`config.mk`:
```
export PLATFORM = sky130hd
export DESIGN_NAME = camp_panel
export DESIGN_NICKNAME = d
export VERILOG_FILES = /design/src/logic/camp_pkg.sv /design/src/logic/camp_panel.sv /design/src/logic/camp_debounce.sv
export SDC_FILE = /design/constraint.sdc
export NUM_CORES = 1
export LEC_CHECK = 0
export BUFFER_PORTS_ARGS = -buffer_cell sky130_fd_sc_hd__buf_2
export CELL_PAD_IN_SITES_DETAIL_PLACEMENT = 0
export CELL_PAD_IN_SITES_GLOBAL_PLACEMENT = 1
export CORE_MARGIN = 2
export CORE_UTILIZATION = 52
export DETAILED_ROUTE_END_ITERATION = 7
export GPL_ROUTABILITY_DRIVEN = 1
export PLACE_DENSITY_LB_ADDON = 0.1
export SLEW_MARGIN = 10
export SYNTH_ARGS = -nofsm -noshare
export SYNTH_HDL_FRONTEND = slang
export SYNTH_SLANG_ARGS = --single-unit
```
`constraint.sdc`:
```
create_clock -name clk -period 15.2 [get_ports clk]
set_clock_uncertainty 0.1 [all_clocks]
set_input_delay 2.28 -clock clk [delete_from_list [all_inputs] [get_ports clk]]
set_output_delay 2.28 -clock clk [all_outputs]
set_load 0.02 [all_outputs]
```
`src/logic/camp_pkg.sv`:
```
package camp_pkg;
	// Base clock and time figures
	localparam int CLK_HZ = 20_000_000;
	localparam int DEBOUNCE_MS = 5;
	localparam int DEBOUNCE_CYC = CLK_HZ / 1000 * DEBOUNCE_MS;
	localparam int BLINK_MS = 250;
	localparam int BLINK_CYC = CLK_HZ / 1000 * BLINK_MS;

	////////////////////////////////////////////////////////////////////////////////
	// Register map, 4-bit word address, 8-bit data
	localparam logic [3:0] ADDR_CTRL = 4'h0;
	localparam logic [3:0] ADDR_PANEL = 4'h1;
	localparam logic [3:0] ADDR_IRIS_CMD = 4'h2;
	localparam logic [3:0] ADDR_PAR_BASE = 4'h4;
	localparam logic [3:0] ADDR_PAR_LAST = 4'hd;
	localparam int CTRL_JOY_BIT = 0;
	localparam int CTRL_NETPV_BIT = 1;
	localparam logic [1:0] CTRL_RESET = 2'h2;

	////////////////////////////////////////////////////////////////////////////////
	// Switch inputs
	localparam int SW_FLARE = 0;
	localparam int SW_INHIBIT = 1;
	localparam int SW_RELEASE = 2;
	localparam int SW_STD = 3;
	localparam int SW_FULL = 4;
	localparam int SW_REL = 5;
	localparam int SW_AUTO = 6;
	localparam int SW_PREVIEW = 7;
	localparam int SW_JOY = 8;
	localparam int SW_CALL = 9;
	localparam int SW_ALARM = 10;
	localparam int NUM_SW = 11;

	////////////////////////////////////////////////////////////////////////////////
	// Knobs: 0..2 colour black, 3 master black, 4 iris, 5 range, 6 sensitivity
	localparam int NUM_KNOBS = 7;
	localparam int KN_MPED = 3;
	localparam int KN_IRIS = 4;
	// Parameters: 0..2 pedestal, 3..5 flare, 6 master, 7 iris, 8 range, 9 iris_sensitivity_knob
	localparam int NUM_PARS = 10;
	localparam int PAR_MPED = 6;
	localparam int PAR_IRIS = 7;
	localparam int PAR_RANGE = 8;
	localparam int PAR_IRIS_SENSITIVITY_KNOB = 9;
	localparam logic [7:0] KNOB_CENTER = 8'h80;

	// Iris scale: 1/16 stop per step
	localparam logic [5:0] SPAN_ONE_STOP = 6'h10;
	localparam int AUTO_SHIFT = 3;
	localparam logic [7:0] FNUM_F16 = 8'ha0;

	typedef enum logic [1:0] {
		CAMP_IRIS_FULL = 2'b00,
		CAMP_IRIS_REL = 2'b01,
		CAMP_IRIS_AUTO = 2'b10
	} camp_iris_mode_t;

	typedef enum logic [2:0] {
		CAMP_FIB_GOOD = 3'b000,
		CAMP_FIB_ATTN = 3'b001,
		CAMP_FIB_WARN = 3'b010,
		CAMP_FIB_FAIL = 3'b011,
		CAMP_FIB_NONE = 3'b100
	} camp_fiber_t;
endpackage : camp_pkg

```
`src/logic/camp_panel.sv`:
```
`timescale 1ns/1ns
// Operation
// - Knob variant: flare toggle routes colour black knobs; lamp lit for flare.
// - Knob inhibit on: with release up, knob rotation changes no parameter.
// - Knob inhibit off: control resumes with no step in any value.
// - Joystick variant: inhibit press with release held toggles pedestal/flare.
// - Iris display shows F-number, dashes from F16 to closed.
// - Full maps whole iris range; relative press drives lens to panel value.
// - Doubler lamp follows reported lens extender state.
// - Sensitivity knob sets iris travel span between one and two stops.
// - Range knob sets centre iris position for relative iris control.
// - Auto iris: operator offset limited to plus or minus one stop.
// - Preview pressed closes active contact, else idle contact; exactly one.
// - Preview also sent to network; configuration can suppress it.
// - Call lights far red tally; far call lights panel call lamp.
// - Joystick head press acts as preview, in parallel with switch.
// - Release held: knobs frozen; at mechanical centre offset is cleared.
// - Standard reset with release held recentres every knob control now routed; the unrouted pedestal/flare set keeps its values.
// - Head power lamp lit while head power reported on.
// - Two fiber lamps: green for good, blinking amber for warn, red for fail; attention and none both dark.
// - Cable open and short lamps show detected break or short.
// - Alarm lamp blinks on fault; alarm press while blinking requests diagnosis.
// - Camera number indicator shows the program camera number.
// - Master black level indicator shows master pedestal value.
module camp_panel #(
	parameter int DEBOUNCE_CYC = camp_pkg::DEBOUNCE_CYC,
	parameter int BLINK_CYC = camp_pkg::BLINK_CYC
) (
	input wire logic clk,
	input wire logic rstn,
	input wire logic [3:0] addr,
	input wire logic [7:0] wdata,
	input wire logic wr,
	input wire logic rd,
	output logic [7:0] rdata,
	input wire logic [camp_pkg::NUM_SW-1:0] sw_raw,
	input wire logic [camp_pkg::NUM_KNOBS*8-1:0] knob_pos,
	input wire logic [7:0] lens_fnum,
	input wire logic [7:0] auto_iris_setting,
	input wire logic lens_doubler_lamp_on,
	input wire logic head_power_on,
	input wire logic remote_call,
	input wire logic [2:0] fiber_head_state,
	input wire logic [2:0] fiber_base_state,
	input wire logic cable_open,
	input wire logic cable_short,
	input wire logic diag_fault,
	input wire logic [7:0] program_cam_num,
	output logic flare_lamp,
	output logic inhibit_lamp,
	output logic [7:0] iris_display,
	output logic iris_dashes,
	output logic [7:0] iris_cmd,
	output logic iris_send,
	output logic [1:0] iris_mode,
	output logic lens_doubler_lamp,
	output logic preview_active_contact,
	output logic preview_idle_contact,
	output logic net_preview,
	output logic call_tally_out,
	output logic call_lamp,
	output logic head_power_lamp,
	output logic [2:0] fiber_head_lamp,
	output logic [2:0] fiber_base_lamp,
	output logic cable_open_lamp,
	output logic cable_short_lamp,
	output logic alarm_lamp,
	output logic diag_request,
	output logic [7:0] cam_num_display,
	output logic [7:0] master_black_level
);
	// Lamp triple {red, amber, green} for one fiber direction
	function automatic logic [2:0] fiber_lamps(input logic [2:0] st, input logic blink);
		logic [2:0] l;
		l = 3'h0;
		unique case (st)
			camp_pkg::CAMP_FIB_GOOD: l = 3'h1;
			camp_pkg::CAMP_FIB_ATTN: l = 3'h0;
			camp_pkg::CAMP_FIB_WARN: l = {1'b0, blink, 1'b0};
			camp_pkg::CAMP_FIB_FAIL: l = 3'h4;
			default: l = 3'h0;
		endcase
		return l;
	endfunction : fiber_lamps

	// Saturating add of a signed step to an 8-bit value
	function automatic logic [7:0] sat_add(input logic [7:0] v, input logic signed [9:0] d);
		logic signed [10:0] s;
		s = $signed({3'h0, v}) + 11'(d);
		if (s < 0)
			return 8'h00;
		else if (s > 255)
			return 8'hff;
		return s[7:0];
	endfunction : sat_add

	////////////////////////////////////////////////////////////////////////////////
	// Switch conditioning
	logic [camp_pkg::NUM_SW-1:0] sw_db;
	logic [camp_pkg::NUM_SW-1:0] sw_prev_q;
	logic [camp_pkg::NUM_SW-1:0] press;
	logic [1:0] ctrl_q;
	logic flare_q, inhibit_q, blink_q, pv;
	logic [$clog2(BLINK_CYC+1)-1:0] blink_cnt_q;
	camp_pkg::camp_iris_mode_t mode_q;
	logic [7:0] par_q [camp_pkg::NUM_PARS];
	logic [7:0] pos_prev_q [camp_pkg::NUM_KNOBS];
	logic frozen, std_recentre;

	// Debounced so contact bounce never double-toggles a latch
	camp_debounce #(.W(camp_pkg::NUM_SW), .CNT(DEBOUNCE_CYC)) u_deb (
		.clk(clk),
		.rstn(rstn),
		.raw(sw_raw),
		.clean(sw_db)
	);

	always_ff @(posedge clk or negedge rstn) begin
		if (!rstn)
			sw_prev_q <= '0;
		else
			sw_prev_q <= sw_db;
	end
	assign press = sw_db & ~sw_prev_q;

	// Shared blink timebase for every blinking lamp
	always_ff @(posedge clk or negedge rstn) begin
		if (!rstn) begin
			blink_cnt_q <= '0;
			blink_q <= 1'b0;
		end else if (blink_cnt_q >= $bits(blink_cnt_q)'(BLINK_CYC - 1)) begin
			blink_cnt_q <= '0;
			blink_q <= ~blink_q;
		end else begin
			blink_cnt_q <= blink_cnt_q + 1'b1;
		end
	end

	////////////////////////////////////////////////////////////////////////////////
	// Register writes
	always_ff @(posedge clk or negedge rstn) begin
		if (!rstn)
			ctrl_q <= camp_pkg::CTRL_RESET;
		else if (wr && addr == camp_pkg::ADDR_CTRL)
			ctrl_q <= wdata[1:0];
	end

	// Pedestal/flare and inhibit latches; on joystick the release chord steals the press
	always_ff @(posedge clk or negedge rstn) begin
		if (!rstn) begin
			flare_q <= 1'b0;
			inhibit_q <= 1'b0;
		end else begin
			if (!ctrl_q[camp_pkg::CTRL_JOY_BIT] && press[camp_pkg::SW_FLARE])
				flare_q <= ~flare_q;
			if (ctrl_q[camp_pkg::CTRL_JOY_BIT] && press[camp_pkg::SW_INHIBIT] && sw_db[camp_pkg::SW_RELEASE])
				flare_q <= ~flare_q;
			else if (press[camp_pkg::SW_INHIBIT])
				inhibit_q <= ~inhibit_q;
		end
	end

	// Iris mode selection, last press wins
	always_ff @(posedge clk or negedge rstn) begin
		if (!rstn)
			mode_q <= camp_pkg::CAMP_IRIS_FULL;
		else if (press[camp_pkg::SW_AUTO])
			mode_q <= camp_pkg::CAMP_IRIS_AUTO;
		else if (press[camp_pkg::SW_REL])
			mode_q <= camp_pkg::CAMP_IRIS_REL;
		else if (press[camp_pkg::SW_FULL])
			mode_q <= camp_pkg::CAMP_IRIS_FULL;
	end

	////////////////////////////////////////////////////////////////////////////////
	// Knob tracking by delta: parameters never jump to a knob's absolute position
	assign frozen = inhibit_q | sw_db[camp_pkg::SW_RELEASE];
	assign std_recentre = press[camp_pkg::SW_STD] & sw_db[camp_pkg::SW_RELEASE];

	for (genvar k = 0; k < camp_pkg::NUM_KNOBS; k++) begin : g_knob
		always_ff @(posedge clk or negedge rstn) begin
			if (!rstn)
				pos_prev_q[k] <= camp_pkg::KNOB_CENTER;
			else
				pos_prev_q[k] <= knob_pos[k*8 +: 8];
		end
	end

	for (genvar p = 0; p < camp_pkg::NUM_PARS; p++) begin : g_par
		localparam int KN = (p < 3) ? p : p - 3;
		logic live;
		logic signed [9:0] step;
		// Colour black knobs drive pedestal or flare set, never both
		assign live = (p < 3) ? ~flare_q : (p < 6) ? flare_q : 1'b1;
		assign step = $signed({2'b00, knob_pos[KN*8 +: 8]}) - $signed({2'b00, pos_prev_q[KN]});
		always_ff @(posedge clk or negedge rstn) begin
			if (!rstn)
				par_q[p] <= camp_pkg::KNOB_CENTER;
			else if (live && std_recentre)
				par_q[p] <= camp_pkg::KNOB_CENTER;
			else if (live && sw_db[camp_pkg::SW_RELEASE] && knob_pos[KN*8 +: 8] == camp_pkg::KNOB_CENTER)
				par_q[p] <= camp_pkg::KNOB_CENTER;
			else if (live && !frozen)
				par_q[p] <= sat_add(par_q[p], step);
		end
	end

	////////////////////////////////////////////////////////////////////////////////
	// Iris command: span from sensitivity, centre from range, clamp in auto
	logic [5:0] span;
	logic signed [9:0] dev;
	logic signed [16:0] rel_off;
	logic [7:0] iris_d;
	always_comb begin
		span = camp_pkg::SPAN_ONE_STOP + 6'((({1'b0, par_q[camp_pkg::PAR_IRIS_SENSITIVITY_KNOB]}) + 9'h8) >> 4);
		dev = $signed({2'b00, par_q[camp_pkg::PAR_IRIS]}) - $signed({2'b00, camp_pkg::KNOB_CENTER});
		rel_off = (17'(dev) * $signed({11'h0, span})) >>> 7;
		unique case (mode_q)
			camp_pkg::CAMP_IRIS_FULL: iris_d = par_q[camp_pkg::PAR_IRIS];
			camp_pkg::CAMP_IRIS_REL: iris_d = sat_add(par_q[camp_pkg::PAR_RANGE], rel_off[9:0]);
			default: iris_d = sat_add(auto_iris_setting, dev >>> camp_pkg::AUTO_SHIFT);
		endcase
	end

	// Send on any change, and again on a relative press to pull the lens over
	always_ff @(posedge clk or negedge rstn) begin
		if (!rstn) begin
			iris_cmd <= camp_pkg::KNOB_CENTER;
			iris_send <= 1'b0;
		end else begin
			iris_cmd <= iris_d;
			iris_send <= (iris_d != iris_cmd) | press[camp_pkg::SW_REL];
		end
	end

	////////////////////////////////////////////////////////////////////////////////
	// Preview contacts and network preview
	assign pv = sw_db[camp_pkg::SW_PREVIEW] | (ctrl_q[camp_pkg::CTRL_JOY_BIT] & sw_db[camp_pkg::SW_JOY]);
	always_ff @(posedge clk or negedge rstn) begin
		if (!rstn) begin
			preview_active_contact <= 1'b0;
			preview_idle_contact <= 1'b1;
			net_preview <= 1'b0;
		end else begin
			preview_active_contact <= pv;
			preview_idle_contact <= ~pv;
			net_preview <= pv & ctrl_q[camp_pkg::CTRL_NETPV_BIT];
		end
	end

	////////////////////////////////////////////////////////////////////////////////
	// Lamps and indicators, registered so outputs never glitch
	always_ff @(posedge clk or negedge rstn) begin
		if (!rstn) begin
			flare_lamp <= 1'b0;
			inhibit_lamp <= 1'b0;
			iris_display <= 8'h00;
			iris_dashes <= 1'b0;
			iris_mode <= 2'h0;
			lens_doubler_lamp <= 1'b0;
			call_tally_out <= 1'b0;
			call_lamp <= 1'b0;
			head_power_lamp <= 1'b0;
			fiber_head_lamp <= 3'h0;
			fiber_base_lamp <= 3'h0;
			cable_open_lamp <= 1'b0;
			cable_short_lamp <= 1'b0;
			alarm_lamp <= 1'b0;
			diag_request <= 1'b0;
			cam_num_display <= 8'h00;
			master_black_level <= camp_pkg::KNOB_CENTER;
		end else begin
			flare_lamp <= flare_q;
			inhibit_lamp <= inhibit_q;
			iris_dashes <= lens_fnum >= camp_pkg::FNUM_F16;
			iris_display <= (lens_fnum >= camp_pkg::FNUM_F16) ? 8'h00 : lens_fnum;
			iris_mode <= mode_q;
			lens_doubler_lamp <= lens_doubler_lamp_on;
			call_tally_out <= sw_db[camp_pkg::SW_CALL];
			call_lamp <= remote_call;
			head_power_lamp <= head_power_on;
			fiber_head_lamp <= fiber_lamps(fiber_head_state, blink_q);
			fiber_base_lamp <= fiber_lamps(fiber_base_state, blink_q);
			cable_open_lamp <= cable_open;
			cable_short_lamp <= cable_short;
			alarm_lamp <= diag_fault & blink_q;
			diag_request <= press[camp_pkg::SW_ALARM] & diag_fault;
			cam_num_display <= program_cam_num;
			master_black_level <= par_q[camp_pkg::PAR_MPED];
		end
	end

	////////////////////////////////////////////////////////////////////////////////
	// Register read, data in the cycle after the strobe; unmapped reads zero
	always_ff @(posedge clk or negedge rstn) begin
		if (!rstn) begin
			rdata <= 8'h00;
		end else if (rd) begin
			if (addr == camp_pkg::ADDR_CTRL)
				rdata <= {6'h0, ctrl_q};
			else if (addr == camp_pkg::ADDR_PANEL)
				rdata <= {1'b0, diag_fault, pv, mode_q, sw_db[camp_pkg::SW_RELEASE], inhibit_q, flare_q};
			else if (addr == camp_pkg::ADDR_IRIS_CMD)
				rdata <= iris_cmd;
			else if (addr >= camp_pkg::ADDR_PAR_BASE && addr <= camp_pkg::ADDR_PAR_LAST)
				rdata <= par_q[4'(addr - camp_pkg::ADDR_PAR_BASE)];
			else
				rdata <= 8'h00;
		end else begin
			rdata <= 8'h00;
		end
	end

	////////////////////////////////////////////////////////////////////////////////
	// Checks
	property p_pv_exclusive;
		@(posedge clk) disable iff (!rstn) preview_active_contact != preview_idle_contact;
	endproperty
	a_pv_exclusive: assert property (p_pv_exclusive) else $error("preview contacts not exclusive");

	property p_pv_follow;
		@(posedge clk) disable iff (!rstn) pv |=> preview_active_contact;
	endproperty
	a_pv_follow: assert property (p_pv_follow) else $error("preview contact late");

	property p_inhibit_hold;
		@(posedge clk) disable iff (!rstn)
			$past(inhibit_q) && !$past(sw_db[camp_pkg::SW_RELEASE]) |-> $stable(par_q[camp_pkg::PAR_MPED]);
	endproperty
	a_inhibit_hold: assert property (p_inhibit_hold) else $error("knob moved value while inhibited");

	property p_flare_lamp;
		@(posedge clk) disable iff (!rstn)
			!ctrl_q[camp_pkg::CTRL_JOY_BIT] && press[camp_pkg::SW_FLARE] |=> ##1 flare_lamp != $past(flare_lamp);
	endproperty
	a_flare_lamp: assert property (p_flare_lamp) else $error("flare lamp mismatch");

	property p_dashes;
		@(posedge clk) disable iff (!rstn) lens_fnum >= camp_pkg::FNUM_F16 |=> iris_dashes && iris_display == 8'h00;
	endproperty
	a_dashes: assert property (p_dashes) else $error("dashes missing at F16 or closed");

	property p_doubler;
		@(posedge clk) disable iff (!rstn) lens_doubler_lamp_on[*2] |-> ##0 lens_doubler_lamp;
	endproperty
	a_doubler: assert property (p_doubler) else $error("doubler lamp dark");

	property p_net_pv;
		@(posedge clk) disable iff (!rstn) !ctrl_q[camp_pkg::CTRL_NETPV_BIT] |=> !net_preview;
	endproperty
	a_net_pv: assert property (p_net_pv) else $error("network preview not suppressed");

	property p_auto_limit;
		@(posedge clk) disable iff (!rstn)
			mode_q == camp_pkg::CAMP_IRIS_AUTO && auto_iris_setting == 8'h80 |-> iris_d >= 8'h70 && iris_d <= 8'h8f;
	endproperty
	a_auto_limit: assert property (p_auto_limit) else $error("auto iris offset beyond one stop");

	property p_alarm_dark;
		@(posedge clk) disable iff (!rstn) !diag_fault |=> !alarm_lamp;
	endproperty
	a_alarm_dark: assert property (p_alarm_dark) else $error("alarm lamp without fault");

	property p_call;
		@(posedge clk) disable iff (!rstn) remote_call |=> call_lamp;
	endproperty
	a_call: assert property (p_call) else $error("call lamp dark on far call");
endmodule : camp_panel

```
`src/logic/camp_debounce.sv`:
```
`timescale 1ns/1ns
module camp_debounce #(
	parameter int W = 1,
	parameter int CNT = 4
) (
	input wire logic clk,
	input wire logic rstn,
	input wire logic [W-1:0] raw,
	output logic [W-1:0] clean
);
	////////////////////////////////////////////////////////////////////////////////
	// One settle counter per switch; a level must hold CNT cycles to be taken
	for (genvar i = 0; i < W; i++) begin : g_bit
		logic [$clog2(CNT+1)-1:0] cnt_q;
		logic clean_q;
		always_ff @(posedge clk or negedge rstn) begin
			if (!rstn) begin
				cnt_q <= '0;
				clean_q <= 1'b0;
			end else if (raw[i] == clean_q) begin
				cnt_q <= '0;
			end else if (cnt_q >= $bits(cnt_q)'(CNT - 1)) begin
				cnt_q <= '0;
				clean_q <= raw[i];
			end else begin
				cnt_q <= cnt_q + 1'b1;
			end
		end
		assign clean[i] = clean_q;
	end
endmodule : camp_debounce

```
==> impl_metrics.toml, run 1 <==
[synthesis]
ys_top_cells_by_area = "dfrtp_1, ha_1, nor2_1"
synth-compound-area-share_pct = 12.2
synth_top_cell_area_share_pct = 38.5
ys.warnings.count = 0
synth_edf_count = 0
synth-main-ff-cell = "dfrtp_1"
ys_seq_area_share_pct = 40.6
synthAdderAreaFrac_pct = 13.1
synth-xor-area-share_pct = 9.98
syn_area_um2 = 26800
synth-simple-area-share_pct = 17.5
synth_cell_types = 88
async_reset_ff_share_pct = 100
synth_mux_area_share_pct = 2.65
yosys.area.top_type = "dfrtp_1"
synth_top_family_by_area = "simple AND/OR/NAND/NOR gates"
syn_inst = 2855
syn-mean-instance-area_um2 = 9.40
synth-seq-cells = 434

[drt]
drt-pass1-iter-count = 5
ant_nets = 0
routed_via_density = 5.44
wire_per_inst_um = 16.3
dr_total_vias = 20500
drc = 0
drtIter0Drc = 1064
drt-total-wl_um = 61500

[worst_setup_path]
rr_worst_depth = 29
crit_required_ns = 15.55
cp-startpoint = "par_q[3]"
crit_top_cell = "fa_1"
slowest_stage = "xnor2_1"
reg2reg_from = "par_q[3]"
end_kind = "flip-flop"
arrival_ns = 8.72
start_kind = "flip-flop"
crit_fanout = 8
r2r-end = "iris_send"
max_stage_delay_ns = 0.60
crit_type = "flip-flop to flip-flop"
ff2ff_setup_slack_ns = 6.83

[sta]
finalSetupViolations = 0
fin_ws_ns = 6.83
maxSlewHeadroom_pct = 29.7
period_share_pct = 55.1
hold_violations = 0
holdWs_ns = 0.294
rsz0062_at_grt = "false"
period_minus_slack_ns = 8.37
maxSlewViolCount = 0
tightestPinTransition_ns = 1.05
final.setup.tns_ns = 0
max_clock_freq_mhz = 119

[final_layout]
multi_input_area_um2 = 14900
nNetsFinal = 3413
syn_to_final_growth_pct = 12.8
design_area_um2 = 30300
seqCellArea_um2 = 10900
final_cells = 3770
nFillCells = 4412
fin_util_pct = 59.2
drive_gt1_share_pct = 11.5

[die]
die_h_um = 231
start_util_pct = 52.4
coreArea_um2 = 51200
design.portCount = 182
dieArea_um2 = 53500
die_w_um = 231
rows = 83

[hold_path]
min-delay-start = "sw_prev_q[10]"
whs_path_depth = 1
min_path_type = "flip-flop to flip-flop"
worst_hold_path.endpoint = "diag_request"

[clock_network]
cts_made_buffers = 49
cts_tree = "done"
cts_root_buffer = "clkbuf_16"
postCtsSetupRepairBufs = 0
cts_max_level = 2
clock-sinks = 434
holdBufCountCts = 0
path_clk_slew_ns = 0.06
worstSkewPairLatency_ns = 0.59
cts_resized = 0
clock_path_buffers = 3

[power_and_ir_drop]
cellPowerDensity_nw_per_um2 = 241
cellLeakagePower_nw = 14.5
combPwrFrac_pct = 60.8
power.internal_mw = 4.03
p_total_mw = 7.30
p_clk_share_pct = 18.1
switchingPower_mw = 3.28
irDropWorstVdd_mv = 0.391
p_sw_share_pct = 44.9
seqPwrFrac_pct = 21.1

[grt]
grt_start_max_net_pins = 160
overflow = 0
antenna_found_initial = 9
first_global_vias = 20800
grt_usage_pct = 23.6
grt_pass1_wl_um = 103000

[status]
outcome = "finished clean"

[placed_design]
place_hpwl_um = 45800
place_ws_ns = 6.81
place_inst = 3676
place_area_um2 = 28500
gp_congestion = 0.853
port_buffers = 175

[job]
cap_violations = 0
## logic make-up after synthesis
logic type / after synthesis
AOI/OAI and AO/OA: 522
adders and majority gates: 247
DFF: 434
xor gates and xnor gates: 300
muxes: 48
buffers and inverters: 278
other: 2
and+or+nand+nor: 1024
## how the worst max path moves through the flow
stage / to / slack (ns)
floorplan: iris_send / 7.75
global placement: iris_send / 6.93
detailed placement: iris_send / 6.81
CTS: iris_send / 6.81
global route: iris_send / 6.13
finish: iris_send / 6.83
## worst max-delay path: cells and delay by family (launching register included)
family	cells	cell delay, ns
xor+xnor	2	0.77
fa+ha+maj	7	2.62
mux	1	0.14
simple gates	8	1.65
flops	1	0.47
compound gates	9	2.31
buf+inv	2	0.17
## registers in the layout, indices dropped and copies added (netlist names), 2 cells and up
signal	flops
iris_mode	2
master_black_level	8
mode_q	2
iris_display	8
sw_prev_q	8
cam_num_display	8
u_deb.g_bit.cnt_q	187
fiber_base_lamp	3
ctrl_q	2
blink_cnt_q	23
rdata	8
par_q	80
u_deb.g_bit.clean_q	11
iris_cmd	8
fiber_head_lamp	3
pos_prev_q	56
## layout by cell type (no fill, tap or decap), types with 50 or more instances in the layout
| master | count |
|---|---|
| ha_1 | 192 |
| nand2_1 | 259 |
| nand3_1 | 109 |
| xor2_1 | 138 |
| inv_1 | 233 |
| xnor2_1 | 158 |
| dfrtp_1 | 413 |
| a21o_1 | 50 |
| o21ai_0 | 139 |
| fa_1 | 55 |
| nor2_1 | 400 |
| buf_2 | 174 |
| clkbuf_16 | 50 |
| a21oi_1 | 148 |
## cell usage after synthesis, types with 50 or more instances
library cell and instances:
xor2_1 138, fa_1 55, inv_1 233, nand3_1 109, nand2_1 259, a21o_1 50
o21ai_0 139, xnor2_1 158, a21oi_1 148, dfrtp_1 413, nor2_1 400, ha_1 192
## metal layers
layer	track usage, %	wire length [µm]	vias up
li1	-	-	10100
met1	31.4	28000	9929
met2	39.2	28500	386
met3	4.56	3240	110
met4	7.00	1650	8
met5	0	57	-
## final cells by class
class                           count  share of cell area, %
Antenna cell                        3                 0.0248
Clock buffer                       67                   4.57
Clock inverter                     24                   1.40
Inverter                          233                   2.89
Multi-Input combinational cell   2148                   49.2
Sequential cell                   434                   35.9
Tap cell                          680                   2.81
Timing Repair Buffer              181                   3.11
## power groups by stage
stage | combinational (mW) | sequential (mW) | clock, mW
floorplan | 3.52 | 1.47 | 0
global placement | 4.29 | 1.55 | 0
detailed placement | 4.39 | 1.56 | 0
CTS | 4.42 | 1.54 | 1.36
global route | 4.97 | 1.56 | 1.40
finish | 4.44 | 1.54 | 1.32
No activity file was read; power rests on OpenSTA's default activity.
==> run 2: changes to the inputs <==
Settings changed: CORE_UTILIZATION 52 to 48.
Clock period 15.2 ns to 8.5 ns, I/O delays scaled along.
==> run 2 against run 1 <==
Compared with the run above:
- via count shrank 1.1%
- register-to-register slack got worse by 6.3 ns
- largest power group unchanged
- non-clock buffer count is 6 higher
- critical endpoint unchanged
- largest cell class unchanged
- routed wire length up 2.1%
- die area increased by 8.2%
- critical path depth is the same
==> impl_metrics.toml, run 2 (synthesized netlist as in run 1, its figures left out) <==
[job]
cap_violations = 0

[worst_setup_path]
end_kind = "flip-flop"
crit_type = "flip-flop to flip-flop"
cp_num_buf_inv = 2
arrival_ns = 8.33
slowest_stage = "fa_1"
start_kind = "flip-flop"
crit_required_ns = 8.88
max_stage_delay_ns = 0.55
crit_fanout = 6
crit_top_cell = "fa_1"
cp_top_family = "adder cells"

[drt]
drtIter0Drc = 1055
drt-pass1-iter-count = 5
dr_total_vias = 20300
wl_met1_um = 29500
wire_per_inst_um = 16.3
drc = 0
highest_layer = "met5"
wl_met2_um = 28600
routed_via_density = 5.27
ant_nets = 0
wl_met3_um = 3080
drt-total-wl_um = 62800

[final_layout]
layout_commonest_cell = "dfrtp_1"
nNetsFinal = 3421
reg_top3 = "u_deb.g_bit.cnt_q: 187 flops, par_q: 80 flops, pos_prev_q: 56 flops"
drive_gt1_share_pct = 11.7
final_cells = 3850
max_flop_register = "u_deb.g_bit.cnt_q"
design_area_um2 = 30300
syn_to_final_growth_pct = 12.9
largest_reg_flops = 187
layout_common_cells = "dfrtp_1, nor2_1, nand2_1, inv_1, ha_1"

[grt]
grt_usage_pct = 22.4
first_global_vias = 20500
grt_pass1_wl_um = 104000
grt_start_max_net_pins = 131
antenna_found_initial = 8
overflow = 0

[clock_network]
path_clk_slew_ns = 0.06
postCtsSetupRepairBufs = 0
clock_path_buffers = 3
cts_root_buffer = "clkbuf_16"
cts_made_buffers = 51
cts_max_level = 2
cts_tree = "done"
clock-sinks = 434
worstSkewPairLatency_ns = 0.61

[sta]
period_share_pct = 93.5
tightestPinTransition_ns = 1.06
maxSlewViolCount = 0
rsz0062_at_grt = "false"
final.setup.tns_ns = 0
hold_violations = 0
max_clock_freq_mhz = 126
maxSlewHeadroom_pct = 29.4
finalSetupViolations = 0
period_minus_slack_ns = 7.95

[placed_design]
place_area_um2 = 28600
port_buffers = 175
place_hpwl_um = 47400
place_inst = 3750
gp_congestion = 0.848

[die]
dieArea_um2 = 57800
rows = 86
die_h_um = 240
design.portCount = 182
start_util_pct = 48.6
coreArea_um2 = 55200
die_w_um = 240

[power_and_ir_drop]
cellPowerDensity_nw_per_um2 = 429
irDropWorstVdd_mv = 0.743
cellLeakagePower_nw = 14.5

[hold_path]
min_path_type = "flip-flop to flip-flop"

[status]
outcome = "finished clean"
run 2: cell count changes in the layout (fill, tap and decap cells not counted), moves of 2 or more:
| cell | delta |
|---|---|
| buf_4 | +6 |
| bufinv_16 | -7 |
| clkinv_4 | -3 |
| clkbuf_1 | +7 |
| clkbuf_8 | -5 |
| clkinvlp_4 | +3 |
| clkbuf_16 | +2 |
| clkinv_2 | +6 |
run 2: through the flow:
step | hold WS, ns | worst slack [ns] | utilization, % | power (mW)
floorplan | 0.252 | 1.05 | - | 8.92
global placement | 0.284 | 0.418 | 51.8 | 10.5
detailed placement | 0.298 | 0.351 | 51.8 | 10.7
CTS | 0.305 | 0.312 | 54.8 | 13.0
global route | 0.328 | 0.0400 | 54.9 | 14.2
finish | 0.305 | 0.549 | 54.9 | 13.0
run 2: area by class of cell:
class	instances	area [µm²]
fillers	5045	24900
diodes	4	10.0
repair buffers	187	988
multi-input cells	2148	14900
inverters	233	875
clock buffers	71	1390
flip-flops and latches	434	10900
clock inverters	25	283
well taps	748	936
run 2: report_power, final:
part	switching, mW	internal, mW	total (mW)
registers	0.374	2.36	2.74
clock network	0.911	1.28	2.19
logic	4.67	3.41	8.09
run 2: timing repair:
| item | 4_1_cts | 5_1_grt |
|---|---|---|
| hold buffers | 0 | 0 |
| endpoints found under the hold margin | 0 | 0 |
| resized for setup | 0 | 5 |
| setup endpoints to repair | 0 | 1 |
run 2: worst paths after layout:
kind	start	end	slack (ns)	cells after the start
max in group asynchronous	rstn	u_deb.g_bit[6].cnt_q[14]	6.17	2
worst min register to register	sw_prev_q[10]	diag_request	0.30	1
worst max-delay path	par_q[4]	iris_send	0.55	29
min in group asynchronous	rstn	par_q[9]	0.56	1
worst min-delay path	sw_prev_q[10]	diag_request	0.30	1
worst max register to register	par_q[4]	iris_send	0.55	29
run 2: routing by layer:
| layer | global-route usage, % | vias up |
|---|---|---|
| met1 | 30.8 | 9682 |
| met5 | 0 | - |
| met4 | 5.85 | 8 |
| met2 | 36.4 | 374 |
| li1 | - | 10100 |
| met3 | 4.27 | 112 |
